[src/hof_pkg.sv]
// Operation
// (RULE1) selected and tag bit 2 gives outward plus
// (RULE2) offset active only without abnormal condition; code checks this only at the request rise
// (RULE3) offset move settles within five milliseconds
// (RULE4) active rise: pulse, timer, drop seek end
// (RULE5) tag bit 3 gives minus, inward direction
// (RULE6) clearing offset bit drops all offset outputs
// (RULE7) active fall: pulse, timer, on track check
// (RULE8) any check condition sets fault line
// (RULE9) index check during gates sets bit 1
// (RULE10) conflicting gates set control check bit 2
// (RULE11) multi head bit 4, head short bit 8
// (RULE12) write current on read sets group two bit 1
// (RULE13) current delta during write sets bit 4
// (RULE14) servo off track sets group two bit 8
// (RULE15) panel or controller clear empties faults
// (RULE16) seek error sets latch, line and lamp
// (RULE17) seek timeout shows as display bit 2
// (RULE18) overshoot shows as display bit 4
// (RULE19) index slot present reads 0, absent 1
// (RULE20) guard bands every 64 bytes, valid wins
// (RULE21) valid index marks track start once
// (RULE22) seek over 250 ms is access timeout
// (RULE23) three crossings after target mean overshoot
// (RULE24) fault bits stay latched until cleared
package hof_pkg;
   localparam int unsigned CLK_MHZ         = 25;
   localparam int unsigned SETTLE_TIME_US  = 5000;
   localparam int unsigned SETTLE_CYC      = SETTLE_TIME_US * CLK_MHZ;
   localparam int unsigned TIMEOUT_TIME_MS = 250;
   localparam int unsigned TIMEOUT_CYC     = TIMEOUT_TIME_MS * 1000 * CLK_MHZ;
   localparam int          TMR_W           = 24;
   localparam logic [7:0]  ADDR_THIRD_TAG_COMMAND       = 8'h00;
   localparam logic [7:0]  ADDR_FAULT      = 8'h04;
   localparam logic [7:0]  ADDR_SEEK       = 8'h08;
   localparam logic [7:0]  ADDR_OFFS       = 8'h0C;
   localparam logic [7:0]  ADDR_SEEK_CLR   = 8'h10;
   localparam int          THIRD_TAG_COMMAND_PLUS_BIT   = 2;
   localparam int          THIRD_TAG_COMMAND_MINUS_BIT  = 3;
   localparam logic [1:0]  THIRD_TAG_COMMAND_RST        = 2'h0;
   localparam int          BIT1            = 0;
   localparam int          BIT2            = 1;
   localparam int          BIT4            = 2;
   localparam int          BIT8            = 3;
   localparam int          FAULT_G2_POS    = 4;
   localparam int          FAULT_LINE_POS  = 8;
   localparam int          SEEK_LATCH_POS  = 4;
   localparam logic [1:0]  OVERSHOOT_XINGS = 2'h3;
   localparam int          GUARD_PERIOD    = 64;
   localparam int          PAT_LEN         = 4;
   localparam logic [3:0]  PAT_VALID       = 4'h5;
   localparam logic [3:0]  PAT_IGB1        = 4'h3;
   localparam logic [3:0]  PAT_IGB2        = 4'h6;
   localparam logic [3:0]  PAT_OGB         = 4'hC;
endpackage

[src/hof_pattern_dec.sv]
`timescale 1ns/1ps
module hof_pattern_dec (
   input  wire logic clk,           // logic clock
   input  wire logic arst_n,        // async reset
   input  wire logic index_slot,    // strobe at each index slot
   input  wire logic index_present, // index pulse seen in slot
   input  wire logic sync_pulse,    // sync pulse ending an area
   output logic      valid_index,   // track start pulse
   output logic      guard_ib1,     // inner guard band 1
   output logic      guard_ib2,     // inner guard band 2
   output logic      guard_ob       // outer guard band
);
   localparam int BW = $clog2(hof_pkg::GUARD_PERIOD);
   logic [hof_pkg::PAT_LEN-1:0] shift_q, shift_d;
   logic [BW-1:0]               byte_q, byte_d;
   logic                        valid_q, valid_d, ib1_q, ib1_d, ib2_q, ib2_d, ob_q, ob_d;
   logic                        vmatch, gslot;

   always_comb begin
      shift_d = shift_q;
      byte_d  = byte_q;
      vmatch  = (shift_q == hof_pkg::PAT_VALID);
      gslot   = sync_pulse && (byte_q == '0) && !vmatch;
      if (index_slot) begin
         shift_d = {shift_q[hof_pkg::PAT_LEN-2:0], !index_present}; // [RULE19]
      end
      if (sync_pulse) begin
         // valid pattern resyncs the 64-byte guard phase
         byte_d = vmatch ? BW'(1) : BW'(byte_q + 1'b1); // [RULE20]
      end
      valid_d = sync_pulse && vmatch; // [RULE21]
      ib1_d   = gslot && (shift_q == hof_pkg::PAT_IGB1); // [RULE20]
      ib2_d   = gslot && (shift_q == hof_pkg::PAT_IGB2);
      ob_d    = gslot && (shift_q == hof_pkg::PAT_OGB);
   end

   always_ff @(posedge clk or negedge arst_n) begin
      if (!arst_n) begin
         shift_q <= '0;
         byte_q  <= '0;
         valid_q <= 1'b0;
         ib1_q   <= 1'b0;
         ib2_q   <= 1'b0;
         ob_q    <= 1'b0;
      end else begin
         shift_q <= shift_d;
         byte_q  <= byte_d;
         valid_q <= valid_d;
         ib1_q   <= ib1_d;
         ib2_q   <= ib2_d;
         ob_q    <= ob_d;
      end
   end

   assign valid_index = valid_q;
   assign guard_ib1   = ib1_q;
   assign guard_ib2   = ib2_q;
   assign guard_ob    = ob_q;

   valid_over_guard_a: assert property (@(posedge clk) disable iff (!arst_n) // [RULE20]
      valid_q |-> !(ib1_q || ib2_q || ob_q))
      else $error("guard band reported with valid index");
endmodule

[src/hof_top.sv]
// The placing of the registers and the APB register port were chosen for this implementation.
`timescale 1ns/1ps
module hof_top #(
   parameter int unsigned SETTLE_CYC  = hof_pkg::SETTLE_CYC,
   parameter int unsigned TIMEOUT_CYC = hof_pkg::TIMEOUT_CYC
) (
   input  wire logic        clk,                   // 25 MHz logic clock
   input  wire logic        arst_n,                // async reset
   input  wire logic        psel,                  // apb select
   input  wire logic        penable,               // apb enable
   input  wire logic        pwrite,                // apb direction
   input  wire logic [7:0]  paddr,                 // apb byte address
   input  wire logic [31:0] pwdata,                // apb write data
   output logic [31:0]      prdata,                // apb read data
   output logic             pready,                // apb ready
   output logic             pslverr,               // apb error
   input  wire logic        drive_selected,        // drive is selected
   input  wire logic        abnormal_condition,    // abnormal drive state
   input  wire logic        on_track,              // head on track
   input  wire logic        read_gate,             // read gate
   input  wire logic        write_gate,            // write gate
   input  wire logic        index_check_err,       // index check
   input  wire logic        multi_head_select_err, // multi head select
   input  wire logic        head_short_err,        // head short
   input  wire logic        write_current_sense,   // write current seen
   input  wire logic        write_current_control, // write current on
   input  wire logic        current_delta_err,     // write current delta
   input  wire logic        write_capability,      // write capable
   input  wire logic        unit_not_ready,        // unit not ready
   input  wire logic        track_follow_timer,    // track follow timer
   input  wire logic        access_check,          // access check
   input  wire logic        read_only_mode,        // read only
   input  wire logic        panel_fault_clear,     // panel clear switch
   input  wire logic        ctl_fault_clear,       // controller clear
   input  wire logic        seek_active,           // direct seek running
   input  wire logic        rtz_active,            // rezero seek running
   input  wire logic        at_target,             // target reached
   input  wire logic        settling,              // settling phase
   input  wire logic        track_crossing_pulse,  // track crossing
   input  wire logic        index_slot,            // index slot strobe
   input  wire logic        index_present,         // index pulse present
   input  wire logic        sync_pulse,            // sync pulse
   output logic             offset_plus,           // offset plus
   output logic             offset_minus,          // offset minus
   output logic             offset_outward_dir,    // outward direction
   output logic             offset_active,         // offset active
   output logic             difference_sixteen,    // servo offset drive
   output logic             offset_edge_pulse,     // active edge pulse
   output logic             seek_end,              // seek end
   output logic             on_cylinder,           // on cylinder
   output logic             fault_line,            // fault to controller
   output logic [3:0]       indicator_group_one,   // fault lamps 1
   output logic [3:0]       indicator_group_two,   // fault lamps 2
   output logic             seek_error,            // seek error line
   output logic [3:0]       seek_display,          // seek lamps
   output logic             valid_index,           // track start pulse
   output logic             guard_band             // any guard band
);
   // apb slave: no wait states, read data comes from a flop loaded in the setup cycle
   logic [31:0] prdata_q, prdata_d;
   logic        pready_q, pready_d, pslverr_q, pslverr_d;
   logic [1:0]  third_tag_command_q, third_tag_command_d;
   logic        setup, wr_en, seek_clr;

   // offset sequencer
   logic             plus_q, plus_d, minus_q, minus_d, out_q, out_d;
   logic             act_q, act_d, d16_q, d16_d, pulse_q, pulse_d;
   logic             timing_q, timing_d, fall_q, fall_d, send_q, send_d, on_cylinder_q, on_cylinder_d;
   logic [hof_pkg::TMR_W-1:0] tmr_q, tmr_d;
   logic             req_now, req_prev;

   // fault register
   logic [3:0] g1_q, g1_d, g2_q, g2_d, set1, set2;
   logic       fault_q, fault_d, rwg, fclr;

   // seek check
   logic [hof_pkg::TMR_W-1:0] to_q, to_d;
   logic [1:0] xing_q, xing_d;
   logic [3:0] sdisp_q, sdisp_d;
   logic       serr_q, serr_d, gb_q, gb_d;
   logic       vix, ib1, ib2, ob, gb_any;

   function automatic logic mapped(input logic [7:0] a);
      mapped = (a == hof_pkg::ADDR_THIRD_TAG_COMMAND) || (a == hof_pkg::ADDR_FAULT) ||
               (a == hof_pkg::ADDR_SEEK) || (a == hof_pkg::ADDR_OFFS) ||
               (a == hof_pkg::ADDR_SEEK_CLR);
   endfunction

   hof_pattern_dec u_dec (
      .clk           (clk),
      .arst_n        (arst_n),
      .index_slot    (index_slot),
      .index_present (index_present),
      .sync_pulse    (sync_pulse),
      .valid_index   (vix),
      .guard_ib1     (ib1),
      .guard_ib2     (ib2),
      .guard_ob      (ob)
   );
   assign gb_any = ib1 || ib2 || ob;

   always_comb begin
      setup     = psel && !penable;
      wr_en     = psel && penable && pready_q && pwrite;
      pready_d  = setup;
      pslverr_d = setup && !mapped(paddr);
      prdata_d  = prdata_q;
      if (setup) begin
         prdata_d = 32'h0000_0000;
         if (!pwrite) begin
            case (paddr)
               hof_pkg::ADDR_THIRD_TAG_COMMAND: begin
                  prdata_d[hof_pkg::THIRD_TAG_COMMAND_PLUS_BIT]  = third_tag_command_q[0];
                  prdata_d[hof_pkg::THIRD_TAG_COMMAND_MINUS_BIT] = third_tag_command_q[1];
               end
               hof_pkg::ADDR_FAULT: begin
                  prdata_d[3:0] = g1_q;
                  prdata_d[hof_pkg::FAULT_G2_POS +: 4] = g2_q;
                  prdata_d[hof_pkg::FAULT_LINE_POS] = fault_q;
               end
               hof_pkg::ADDR_SEEK: begin
                  prdata_d[3:0] = sdisp_q;
                  prdata_d[hof_pkg::SEEK_LATCH_POS] = serr_q;
               end
               hof_pkg::ADDR_OFFS: begin
                  prdata_d[7:0] = {on_cylinder_q, send_q, pulse_q, d16_q, act_q, out_q, minus_q, plus_q};
               end
               default: begin
                  prdata_d = 32'h0000_0000;
               end
            endcase
         end
      end
      third_tag_command_d = third_tag_command_q;
      if (wr_en && paddr == hof_pkg::ADDR_THIRD_TAG_COMMAND) begin
         third_tag_command_d = {pwdata[hof_pkg::THIRD_TAG_COMMAND_MINUS_BIT], pwdata[hof_pkg::THIRD_TAG_COMMAND_PLUS_BIT]};
      end
      seek_clr = wr_en && (paddr == hof_pkg::ADDR_SEEK_CLR) && pwdata[0];
   end

   always_ff @(posedge clk or negedge arst_n) begin
      if (!arst_n) begin
         prdata_q  <= 32'h0000_0000;
         pready_q  <= 1'b0;
         pslverr_q <= 1'b0;
         third_tag_command_q    <= hof_pkg::THIRD_TAG_COMMAND_RST;
      end else begin
         prdata_q  <= prdata_d;
         pready_q  <= pready_d;
         pslverr_q <= pslverr_d;
         third_tag_command_q    <= third_tag_command_d;
      end
   end

   always_comb begin
      plus_d   = drive_selected && third_tag_command_q[0]; // [RULE1]
      // plus wins if software sets both bits
      minus_d  = drive_selected && third_tag_command_q[1] && !third_tag_command_q[0]; // [RULE5]
      out_d    = plus_d; // [RULE1] [RULE5]
      req_now  = plus_d || minus_d;
      req_prev = plus_q || minus_q;
      act_d    = act_q;
      if (req_now && !req_prev && !abnormal_condition) begin
         act_d = 1'b1; // [RULE2]
      end
      if (!req_now) begin
         act_d = 1'b0; // [RULE6]
      end
      d16_d    = act_d; // [RULE2] [RULE6]
      pulse_d  = 1'b0;
      timing_d = timing_q;
      fall_d   = fall_q;
      tmr_d    = tmr_q;
      send_d   = send_q;
      on_cylinder_d  = on_cylinder_q;
      if (act_d != act_q) begin
         pulse_d  = 1'b1; // [RULE4] [RULE7]
         timing_d = 1'b1;
         fall_d   = !act_d;
         tmr_d    = hof_pkg::TMR_W'(SETTLE_CYC - 1); // [RULE3]
         send_d   = 1'b0;
         on_cylinder_d  = 1'b0;
      end else if (timing_q) begin
         if (tmr_q == '0) begin
            timing_d = 1'b0;
            send_d   = 1'b1; // [RULE4]
            on_cylinder_d  = fall_q ? on_track : 1'b1; // [RULE7]
         end else begin
            tmr_d = tmr_q - 1'b1;
         end
      end
   end

   always_ff @(posedge clk or negedge arst_n) begin
      if (!arst_n) begin
         plus_q   <= 1'b0;
         minus_q  <= 1'b0;
         out_q    <= 1'b0;
         act_q    <= 1'b0;
         d16_q    <= 1'b0;
         pulse_q  <= 1'b0;
         timing_q <= 1'b0;
         fall_q   <= 1'b0;
         tmr_q    <= '0;
         send_q   <= 1'b1;
         on_cylinder_q  <= 1'b1;
      end else begin
         plus_q   <= plus_d;
         minus_q  <= minus_d;
         out_q    <= out_d;
         act_q    <= act_d;
         d16_q    <= d16_d;
         pulse_q  <= pulse_d;
         timing_q <= timing_d;
         fall_q   <= fall_d;
         tmr_q    <= tmr_d;
         send_q   <= send_d;
         on_cylinder_q  <= on_cylinder_d;
      end
   end

   always_comb begin
      rwg = read_gate || write_gate;
      set1 = 4'h0;
      set2 = 4'h0;
      set1[hof_pkg::BIT1] = rwg && index_check_err; // [RULE9]
      set1[hof_pkg::BIT2] = write_gate && (read_gate || act_q || read_only_mode); // [RULE10]
      set1[hof_pkg::BIT4] = rwg && multi_head_select_err; // [RULE11]
      set1[hof_pkg::BIT8] = rwg && head_short_err; // [RULE11]
      set2[hof_pkg::BIT1] = write_current_sense &&
                            (read_gate || (write_gate && !write_current_control)); // [RULE12]
      set2[hof_pkg::BIT4] = write_gate && current_delta_err; // [RULE13]
      set2[hof_pkg::BIT8] = write_gate && write_capability &&
                            (unit_not_ready || track_follow_timer || access_check); // [RULE14]
      fclr = panel_fault_clear || ctl_fault_clear; // [RULE15]
      // a new fault in the clearing cycle survives the clear
      g1_d = (fclr ? 4'h0 : g1_q) | set1; // [RULE24]
      g2_d = (fclr ? 4'h0 : g2_q) | set2; // [RULE24]
      fault_d = (|g1_d) || (|g2_d); // [RULE8]
   end

   always_ff @(posedge clk or negedge arst_n) begin
      if (!arst_n) begin
         g1_q    <= 4'h0;
         g2_q    <= 4'h0;
         fault_q <= 1'b0;
      end else begin
         g1_q    <= g1_d;
         g2_q    <= g2_d;
         fault_q <= fault_d;
      end
   end

   always_comb begin
      sdisp_d = seek_clr ? 4'h0 : sdisp_q;
      to_d    = '0;
      xing_d  = '0;
      if (seek_active || rtz_active) begin
         if (to_q == hof_pkg::TMR_W'(TIMEOUT_CYC - 1)) begin
            sdisp_d[hof_pkg::BIT2] = 1'b1; // [RULE17] [RULE22]
            to_d = to_q;
         end else begin
            to_d = to_q + 1'b1;
         end
      end
      if (seek_active && gb_any) begin
         sdisp_d[hof_pkg::BIT4] = 1'b1; // [RULE18]
      end
      if (settling && at_target) begin
         xing_d = xing_q;
         if (track_crossing_pulse && xing_q != hof_pkg::OVERSHOOT_XINGS) begin
            xing_d = xing_q + 1'b1;
         end
         if (xing_d == hof_pkg::OVERSHOOT_XINGS) begin
            sdisp_d[hof_pkg::BIT4] = 1'b1; // [RULE18] [RULE23]
         end
      end
      serr_d = |sdisp_d; // [RULE16]
      gb_d   = gb_any;
   end

   always_ff @(posedge clk or negedge arst_n) begin
      if (!arst_n) begin
         to_q    <= '0;
         xing_q  <= '0;
         sdisp_q <= 4'h0;
         serr_q  <= 1'b0;
         gb_q    <= 1'b0;
      end else begin
         to_q    <= to_d;
         xing_q  <= xing_d;
         sdisp_q <= sdisp_d;
         serr_q  <= serr_d;
         gb_q    <= gb_d;
      end
   end

   assign prdata              = prdata_q;
   assign pready              = pready_q;
   assign pslverr             = pslverr_q;
   assign offset_plus         = plus_q;
   assign offset_minus        = minus_q;
   assign offset_outward_dir  = out_q;
   assign offset_active       = act_q;
   assign difference_sixteen  = d16_q;
   assign offset_edge_pulse   = pulse_q;
   assign seek_end            = send_q;
   assign on_cylinder         = on_cylinder_q;
   assign fault_line          = fault_q;
   assign indicator_group_one = g1_q;
   assign indicator_group_two = g2_q;
   assign seek_error          = serr_q;
   assign seek_display        = sdisp_q;
   assign valid_index         = vix;
   assign guard_band          = gb_q;

   plus_outward_a: assert property (@(posedge clk) disable iff (!arst_n) // [RULE1]
      (drive_selected && third_tag_command_q[0]) |=> (plus_q && out_q && !minus_q))
      else $error("plus offset not outward");
   minus_inward_a: assert property (@(posedge clk) disable iff (!arst_n) // [RULE5]
      (drive_selected && third_tag_command_q[1] && !third_tag_command_q[0]) |=> (minus_q && !out_q))
      else $error("minus offset not inward");
   abnormal_block_a: assert property (@(posedge clk) disable iff (!arst_n) // [RULE2]
      $rose(act_q) |-> (!$past(abnormal_condition) && d16_q))
      else $error("offset active despite abnormal");
   edge_pulse_a: assert property (@(posedge clk) disable iff (!arst_n) // [RULE4]
      (act_q != $past(act_q)) |-> (pulse_q && !send_q && !on_cylinder_q && timing_q))
      else $error("offset edge without pulse");
   offset_drop_a: assert property (@(posedge clk) disable iff (!arst_n) // [RULE6]
      !(drive_selected && (third_tag_command_q != 2'h0))
      |=> (!act_q && !d16_q && !plus_q && !minus_q))
      else $error("offset outputs not dropped");
   settle_end_a: assert property (@(posedge clk) disable iff (!arst_n) // [RULE7]
      (timing_q && tmr_q == '0 && act_d == act_q)
      |=> (send_q && (on_cylinder_q == ($past(fall_q) ? $past(on_track) : 1'b1))))
      else $error("settle end outputs wrong");
   control_check_a: assert property (@(posedge clk) disable iff (!arst_n) // [RULE10]
      (write_gate && read_only_mode) |=> (g1_q[hof_pkg::BIT2] && fault_q))
      else $error("control check not latched");
   fault_sticky_a: assert property (@(posedge clk) disable iff (!arst_n) // [RULE24]
      !fclr |=> (((g1_q & $past(g1_q)) == $past(g1_q)) &&
                 ((g2_q & $past(g2_q)) == $past(g2_q))))
      else $error("fault bit lost without clear");
   fault_clear_a: assert property (@(posedge clk) disable iff (!arst_n) // [RULE15]
      (fclr && !read_gate && !write_gate) |=> (g1_q == 4'h0 && g2_q == 4'h0 && !fault_q))
      else $error("fault clear ignored");
   timeout_a: assert property (@(posedge clk) disable iff (!arst_n) // [RULE22]
      ((seek_active || rtz_active) && to_q == hof_pkg::TMR_W'(TIMEOUT_CYC - 1) && !seek_clr)
      |=> (sdisp_q[hof_pkg::BIT2] && serr_q))
      else $error("seek timeout not flagged");
   overshoot_a: assert property (@(posedge clk) disable iff (!arst_n) // [RULE18]
      (seek_active && gb_any) |=> (sdisp_q[hof_pkg::BIT4] && serr_q))
      else $error("guard band overshoot missed");
endmodule
[config.mk]
export PLATFORM = sky130hd
export DESIGN_NAME = hof_top
export DESIGN_NICKNAME = d
export VERILOG_FILES = /design/src/hof_pkg.sv /design/src/hof_pattern_dec.sv /design/src/hof_top.sv
export SDC_FILE = /design/constraint.sdc
export NUM_CORES = 1
export LEC_CHECK = 0
export ABC_AREA = 1
export BUFFER_PORTS_ARGS = -buffer_cell sky130_fd_sc_hd__buf_2
export CORE_MARGIN = 10
export CORE_UTILIZATION = 49
export DETAILED_ROUTE_END_ITERATION = 10
export GPL_TIMING_DRIVEN = 0
export PLACE_DENSITY = 0.76
export SYNTH_ARGS = -nofsm -noshare
export SYNTH_HDL_FRONTEND = slang
export SYNTH_HIERARCHICAL = 1
export SYNTH_SLANG_ARGS = --single-unit
[constraint.sdc]
create_clock -name clk -period 1.7 [get_ports clk]
set_clock_uncertainty 0.05 [all_clocks]
set_input_delay 0.34 -clock clk [delete_from_list [all_inputs] [get_ports clk]]
set_output_delay 0.34 -clock clk [all_outputs]
set_load 0.05 [all_outputs]
### After elaboration in Yosys (flattened, before gate mapping)

Cells that the tools add are included.

* input port bits: 71
* bits in registers: 123

* reductions and logical operators: 67
* multiplexer cells: 36
* add/subtract/negate cells: 4
* bitwise logic cells: 2
* equal/unequal tests: 14

Operators with widths (count)
* two-way mux 24 bit: 5
* logical AND 1 bit: 31
* adder 24 x 1 -> 24 bit, second input constant: 1
* equality test 24 x 23 -> 1 bit, second input constant: 1
* logical NOT 24 bit: 1
* subtractor 24 x 1 -> 24 bit, second input constant: 1
* two-way mux 1 bit: 19
* logical OR 1 bit: 17
* equality test 8 x 4 -> 1 bit, second input constant: 2
* two-way mux 4 bit: 3
* OR reduction 4 bit: 3
* logical NOT 1 bit: 9
* two-way mux 9 bit: 1
* equality test 4 x 3 -> 1 bit, second input constant: 2
* equality test 8 x 3 -> 1 bit, second input constant: 1
* equality test 8 x 5 -> 1 bit, second input constant: 1
* logical NOT 8 bit: 1
* OR 4 bit: 2
* case mux 2 bit (4 select lines): 1
* adder 6 x 1 -> 6 bit, second input constant: 1
* logical NOT 6 bit: 1
* two-way mux 2 bit: 3
* two-way mux 6 bit: 1
* inequality test 2 bit, second input constant: 3
* 10 further kinds: 12

### Logic depth before layout (Yosys ltp)

* word-level depth: 10
* mapped depth: 11
* gate-level depth less buffers: 10

### Cells and area by module

The synthesis kept the hierarchy.

By module, submodules not included
* hof_top: times used 1, area an instance 5026.1 um^2, sequential area each 2154.6 um^2, cells an instance 699
* hof_pattern_dec: times used 1, area an instance 639.4 um^2, sequential area each 350.3 um^2, cells an instance 77

### Least setup slack after synthesis

Ideal clock, no wire load.

* path kind: flip-flop to flip-flop
* start: register, netlist name offset_outward_dir
* end: register tmr_q[14] (netlist name)
* path buffers: 1
* cell stages (with the launch flop): 10
* data arrival time: 1.509 ns
* path slack: 0.025 ns
* data required time: 1.533 ns
* clock period less this slack: 1.675 ns
* setup time: 0.117 ns
* path through: dfrtp_1 nor2_1 nand2_1 o21ai_4 inv_4 nand2_8 inv_8 buf_12 nand2_1 nand2_1

RTL lines
* end signal: assignment: line hof_top.sv:216 `tmr_q <= tmr_d;`
* end: declaration: line hof_top.sv:69 `logic [hof_pkg::TMR_W-1:0] tmr_q, tmr_d;`

### Final worst setup path

* start: register tmr_q[0] (netlist name)
* end: register tmr_q[2] (netlist name)

* word-level cells in the longest chain between the ends: 4
* elaborated cells on any way between the ends: 7
* those cells by class: add/sub: 1; eq/ne: 1; mux: 3; reduce/logical: 2

Ends and longest elaborated chain
* subtractor 24 x 1 -> 24 bit: line hof_top.sv:189 `tmr_d = tmr_q - 1'b1;`
* two-way mux 24 bit: line hof_top.sv:184 `if (tmr_q == '0) begin`
* two-way mux 24 bit: line hof_top.sv:183 `end else if (timing_q) begin`
* two-way mux 24 bit: line hof_top.sv:176 `if (act_d != act_q) begin`

Several ways; a longest one is shown, not always the timed one. The select of a mux whose other input is x is not followed.
A chain may end at the register's enable or synchronous reset.

==> tab_implementation.tex <==
\begin{tabular}{lr}
\hline
Metric & Value \\
\hline
\multicolumn{2}{l}{\textbf{Setup path}} \\
Cell Chain, Critical Path & inv\_2 -> ha\_2 -> nand2\_1 -> nor2\_2 -> nand3\_2 -> nand2\_4 -> nand2\_8 -> buf\_6 -> o21ai\_0 -> nand2\_1 \\
Critical path launch point type & flop \\
Delay of the slowest cell on the worst path & 410 ps \\
Most frequent cell on the critical path & sky130\_fd\_sc\_hd\_\_nand2\_1 \\
Slowest CP cell & sky130\_fd\_sc\_hd\_\_dfrtp\_1 \\
Critical-path maximum fanout & 6 \\
Element type at the critical path end & flop \\
Required time at the worst-slack endpoint & between 1500 and 2000 ps \\
Arrival time at the worst endpoint & 1800 ps \\
Classification of the worst setup path & flop to flop \\
Cell family with most CP delay & simple AND/OR/NAND/NOR gates \\
Total buffers and inverters traversed by the critical path & 2 \\
\multicolumn{2}{l}{\textbf{STA}} \\
Number of max-slew violations in the final report & 0 \\
Period utilization & a little over nine tenths \\
Final hold viol count & 0 \\
Worst rel slew slack & between 60\% and 70\% \\
Setup repair after global routing missed its margin & true \\
Post-route minimum period & roughly 1600 ps \\
Worst hold slack & $\sim$110 ps \\
Top achievable clock speed & 616 MHz \\
Worst-Margin Slew & 568 ps \\
Post-route worst setup slack & $\sim$77 ps \\
Count of endpoints failing setup in the final report & 0 \\
\multicolumn{2}{l}{\textbf{Place}} \\
Detailed placement HPWL & about 10 mm \\
Total instance count after detailed placement & approximately 1000 \\
Number of buffers added on ports & 76 \\
Final GP Congestion & around 0.9 \\
Post-placement worst setup slack & -217 ps \\
\multicolumn{2}{l}{\textbf{Global routing}} \\
Maximum number of pins on one net before global-route repair & 65 \\
Number of antenna violations at the first check in global routing & 0 \\
Total Routing Usage GR & between 10\% and 20\% \\
Via count of the first global-routing pass & about 4900 \\
Wire length of the first global-routing pass & 22.8 mm \\
Met3 Track Usage GR & 3.89\% \\
Global routing met1 resource utilization & 21.3\% \\
Total overflow reported by the global router & 0 \\
Met2 capacity usage during global routing & about a quarter \\
Most used routing layer in global routing & met2 \\
\multicolumn{2}{l}{\textbf{Detailed routing}} \\
Iteration count of the initial detailed-routing pass & 5 \\
Total via count after detailed routing & 5340 \\
Average wire per cell in the routed design & approximately 13 um \\
Routed wire length & between 10 and 15 mm \\
Count of antenna-violating nets left after detailed routing & 0 \\
DRC violations left & 0 \\
Detailed Route Iter0 Violations & around 470 \\
Via/cell ratio & between 5 and 6 \\
\multicolumn{2}{l}{\textbf{Logic synthesis}} \\
Most used flip-flop cell after synthesis & sky130\_fd\_sc\_hd\_\_dfrtp\_1 \\
Number of instances in the synthesized netlist & $\sim$780 \\
Number of enable flip-flop cells after synthesis & 0 \\
Post-synth cell types & 39 \\
Netlist Area Pre-Place & roughly 0.0057 mm\^{}2 \\
Count of yosys warnings during synthesis & 6 \\
Mean cell area of the mapped netlist & about 7.3 um\^{}2 \\
Total of flip-flops plus latches after synthesis & 100 \\
Sequential area share after synthesis & between 40 and 50\% \\
Share of synthesized flip-flops with an asynchronous set or reset & 100\% \\
\multicolumn{2}{l}{\textbf{Power}} \\
Leakage & about 3.6 nW \\
Power per unit of standard cell area & roughly 940 mW/mm\^{}2 \\
Worst IR Drop VDD & between 0.5 and 0.6 mV \\
\multicolumn{2}{l}{\textbf{Die}} \\
Core area & around 0.011 mm\^{}2 \\
Height of the die & 128 um \\
Number of standard-cell rows in the floorplan & 39 \\
I/O pin count & roughly 130 \\
Initial Utilization & 49.8\% \\
Die Outline Area & 0.0163 mm\^{}2 \\
Die X-Extent & around 130 um \\
\multicolumn{2}{l}{\textbf{Clocking}} \\
Number of clock buffers inserted by TritonCTS & 9 \\
Number of levels the H-tree was split into & 3 \\
Clock network latency to the later pin of the worst-skew pair & approximately 340 ps \\
Clock buffer depth & 2 \\
TritonCTS clock tree & built \\
Number of clock sinks seen by CTS & 100 \\
Clock-pin slew reported for the worst setup and hold paths after clock tree synthesis & about 70 ps \\
CTS root buffer & sky130\_fd\_sc\_hd\_\_clkbuf\_16 \\
\multicolumn{2}{l}{\textbf{Layout}} \\
Fraction of final layout cells sized beyond drive strength 1 & 23.0\% \\
Final Net Count & 980 \\
Final standard cell count with taps included and fillers excluded & approximately 1100 \\
Util after Layout & between 60 and 70\% \\
Number of diodes & 0 \\
Most frequent cells in the layout & 209 x sky130\_fd\_sc\_hd\_\_nand2\_1, 99 x sky130\_fd\_sc\_hd\_\_nor2\_1, 90 x sky130\_fd\_sc\_hd\_\_inv\_1, 87 x sky130\_fd\_sc\_hd\_\_dfrtp\_1, 77 x sky130\_fd\_sc\_hd\_\_buf\_2 \\
Leading cell type in the layout, fill and taps excluded & sky130\_fd\_sc\_hd\_\_nand2\_1 \\
Layout-stage area growth over the synthesis result & 22.2\% \\
\multicolumn{2}{l}{\textbf{Run status}} \\
Result of the run & finished clean \\
\multicolumn{2}{l}{\textbf{Worst hold path}} \\
Class of the tightest hold or removal check & input port to flop \\
\multicolumn{2}{l}{\textbf{Run}} \\
Max-cap check violation count & 0 \\
\hline
\end{tabular}
-- metrics by stage --
step                      TNS (ps)  instance area [um^2]  power, mW
after floorplan                  0                  5750       4.02
after global placement      -81390                  6310       4.36
after detailed placement     -2130                  6340       4.42
after CTS                    -11.7                  6660       6.38
after global routing          -126                  6920       6.92
final                            0                  6920       6.53
-- cells in the mapped netlist, types with 2 or more instances --
master / number / area [um^2]
sky130_fd_sc_hd__a21oi_1: 17 / 85.1
sky130_fd_sc_hd__clkbuf_1: 2 / 7.51
sky130_fd_sc_hd__dfstp_2: 2 / 52.6
sky130_fd_sc_hd__a21o_1: 3 / 22.5
sky130_fd_sc_hd__nand2_2: 12 / 75.1
sky130_fd_sc_hd__nand4_1: 37 / 231
sky130_fd_sc_hd__nor2_1: 116 / 435
sky130_fd_sc_hd__buf_4: 25 / 188
sky130_fd_sc_hd__nor3_1: 13 / 65.1
sky130_fd_sc_hd__o21ai_1: 4 / 20.0
sky130_fd_sc_hd__nor2_2: 6 / 37.5
sky130_fd_sc_hd__nand2_1: 213 / 800
sky130_fd_sc_hd__ha_1: 6 / 75.1
sky130_fd_sc_hd__or2_2: 5 / 31.3
sky130_fd_sc_hd__xor2_1: 6 / 52.6
sky130_fd_sc_hd__dfrtp_1: 98 / 2450
sky130_fd_sc_hd__nand3b_1: 4 / 30.0
sky130_fd_sc_hd__inv_1: 93 / 349
sky130_fd_sc_hd__buf_2: 3 / 15.0
sky130_fd_sc_hd__nand3_1: 58 / 290
sky130_fd_sc_hd__o21ai_0: 34 / 170
sky130_fd_sc_hd__a22oi_1: 2 / 15.0
-- final cells by class --
cell class                      count  area (um^2)
Timing Repair Buffer               95          569
Inverter                           96          370
Multi-Input combinational cell    569         2770
Buffer                             32          235
Tap cell                          143          179
Clock buffer                       11          243
Fill cell                        1030         4450
Sequential cell                   100         2520
Clock inverter                      5         37.5
-- power breakdown --
group	switching [mW]	internal, mW
clock	0.892	1.03
combinational	1.02	0.584
sequential	0.337	2.66
-- state kept, by name (all words and copies together), names as in the netlist, 2 cells and up --
name,cells
seek_display,4
u_dec/shift_q,4
tmr_q,24
third_tag_command_q,2
to_q,24
indicator_group_one,4
u_dec/byte_q,6
xing_q,2
prdata,9
indicator_group_two,4
-- worst paths after layout --
kind                                                     end  slack (ps)                                from  cells after the start
min in group asynchronous                   pready$_DFF_PN0_         480                              arst_n                      2
worst min register to register        offset_minus$_DFF_PN0_         430  third_tag_command_q[0]$_DFFE_PN0P_                      1
max in group asynchronous               tmr_q[8]$_DFFE_PN0P_         430                              arst_n                      3
worst max register to register          tmr_q[2]$_DFFE_PN0P_          80                tmr_q[0]$_DFFE_PN0P_                     10
worst max-delay path                    tmr_q[2]$_DFFE_PN0P_          80                tmr_q[0]$_DFFE_PN0P_                     10
worst min-delay path            u_dec/shift_q[0]$_DFFE_PN0P_         110                       index_present                      2
-- kinds of logic (layout without fill, tap and decap cells) --
family | after synthesis | count (layout) | share of synthesized area, %
AND/OR/NAND/NOR | 469 | 469 | 36.3
other | 1 | 23 | 0.0662
flip-flops | 100 | 100 | 44.2
XOR/XNOR | 7 | 7 | 1.08
AO/OA/AOI/OAI | 64 | 64 | 6.18
buffers and inverters | 129 | 239 | 10.9
adder cells (fa/ha/maj) | 6 | 6 | 1.33
-- layer usage --
| metal | part of all wire [%] | vias to the layer above |
|---|---|---|
| li1 | - | 2681 |
| met1 | 43 | 2454 |
| met3 | 8.6 | 15 |
| met4 | 1.4 | 0 |
| met2 | 47 | 190 |
| met5 | 0 | - |
-- repair_timing --
action,CTS,global route
hold endpoints to repair,34,0
cloned,0,1
pin swaps,2,14
setup buffers,2,14
gates resized for setup,6,54
endpoints found under the setup margin,27,40
hold buffers,1,0
No activity file was read; power rests on OpenSTA's default activity.
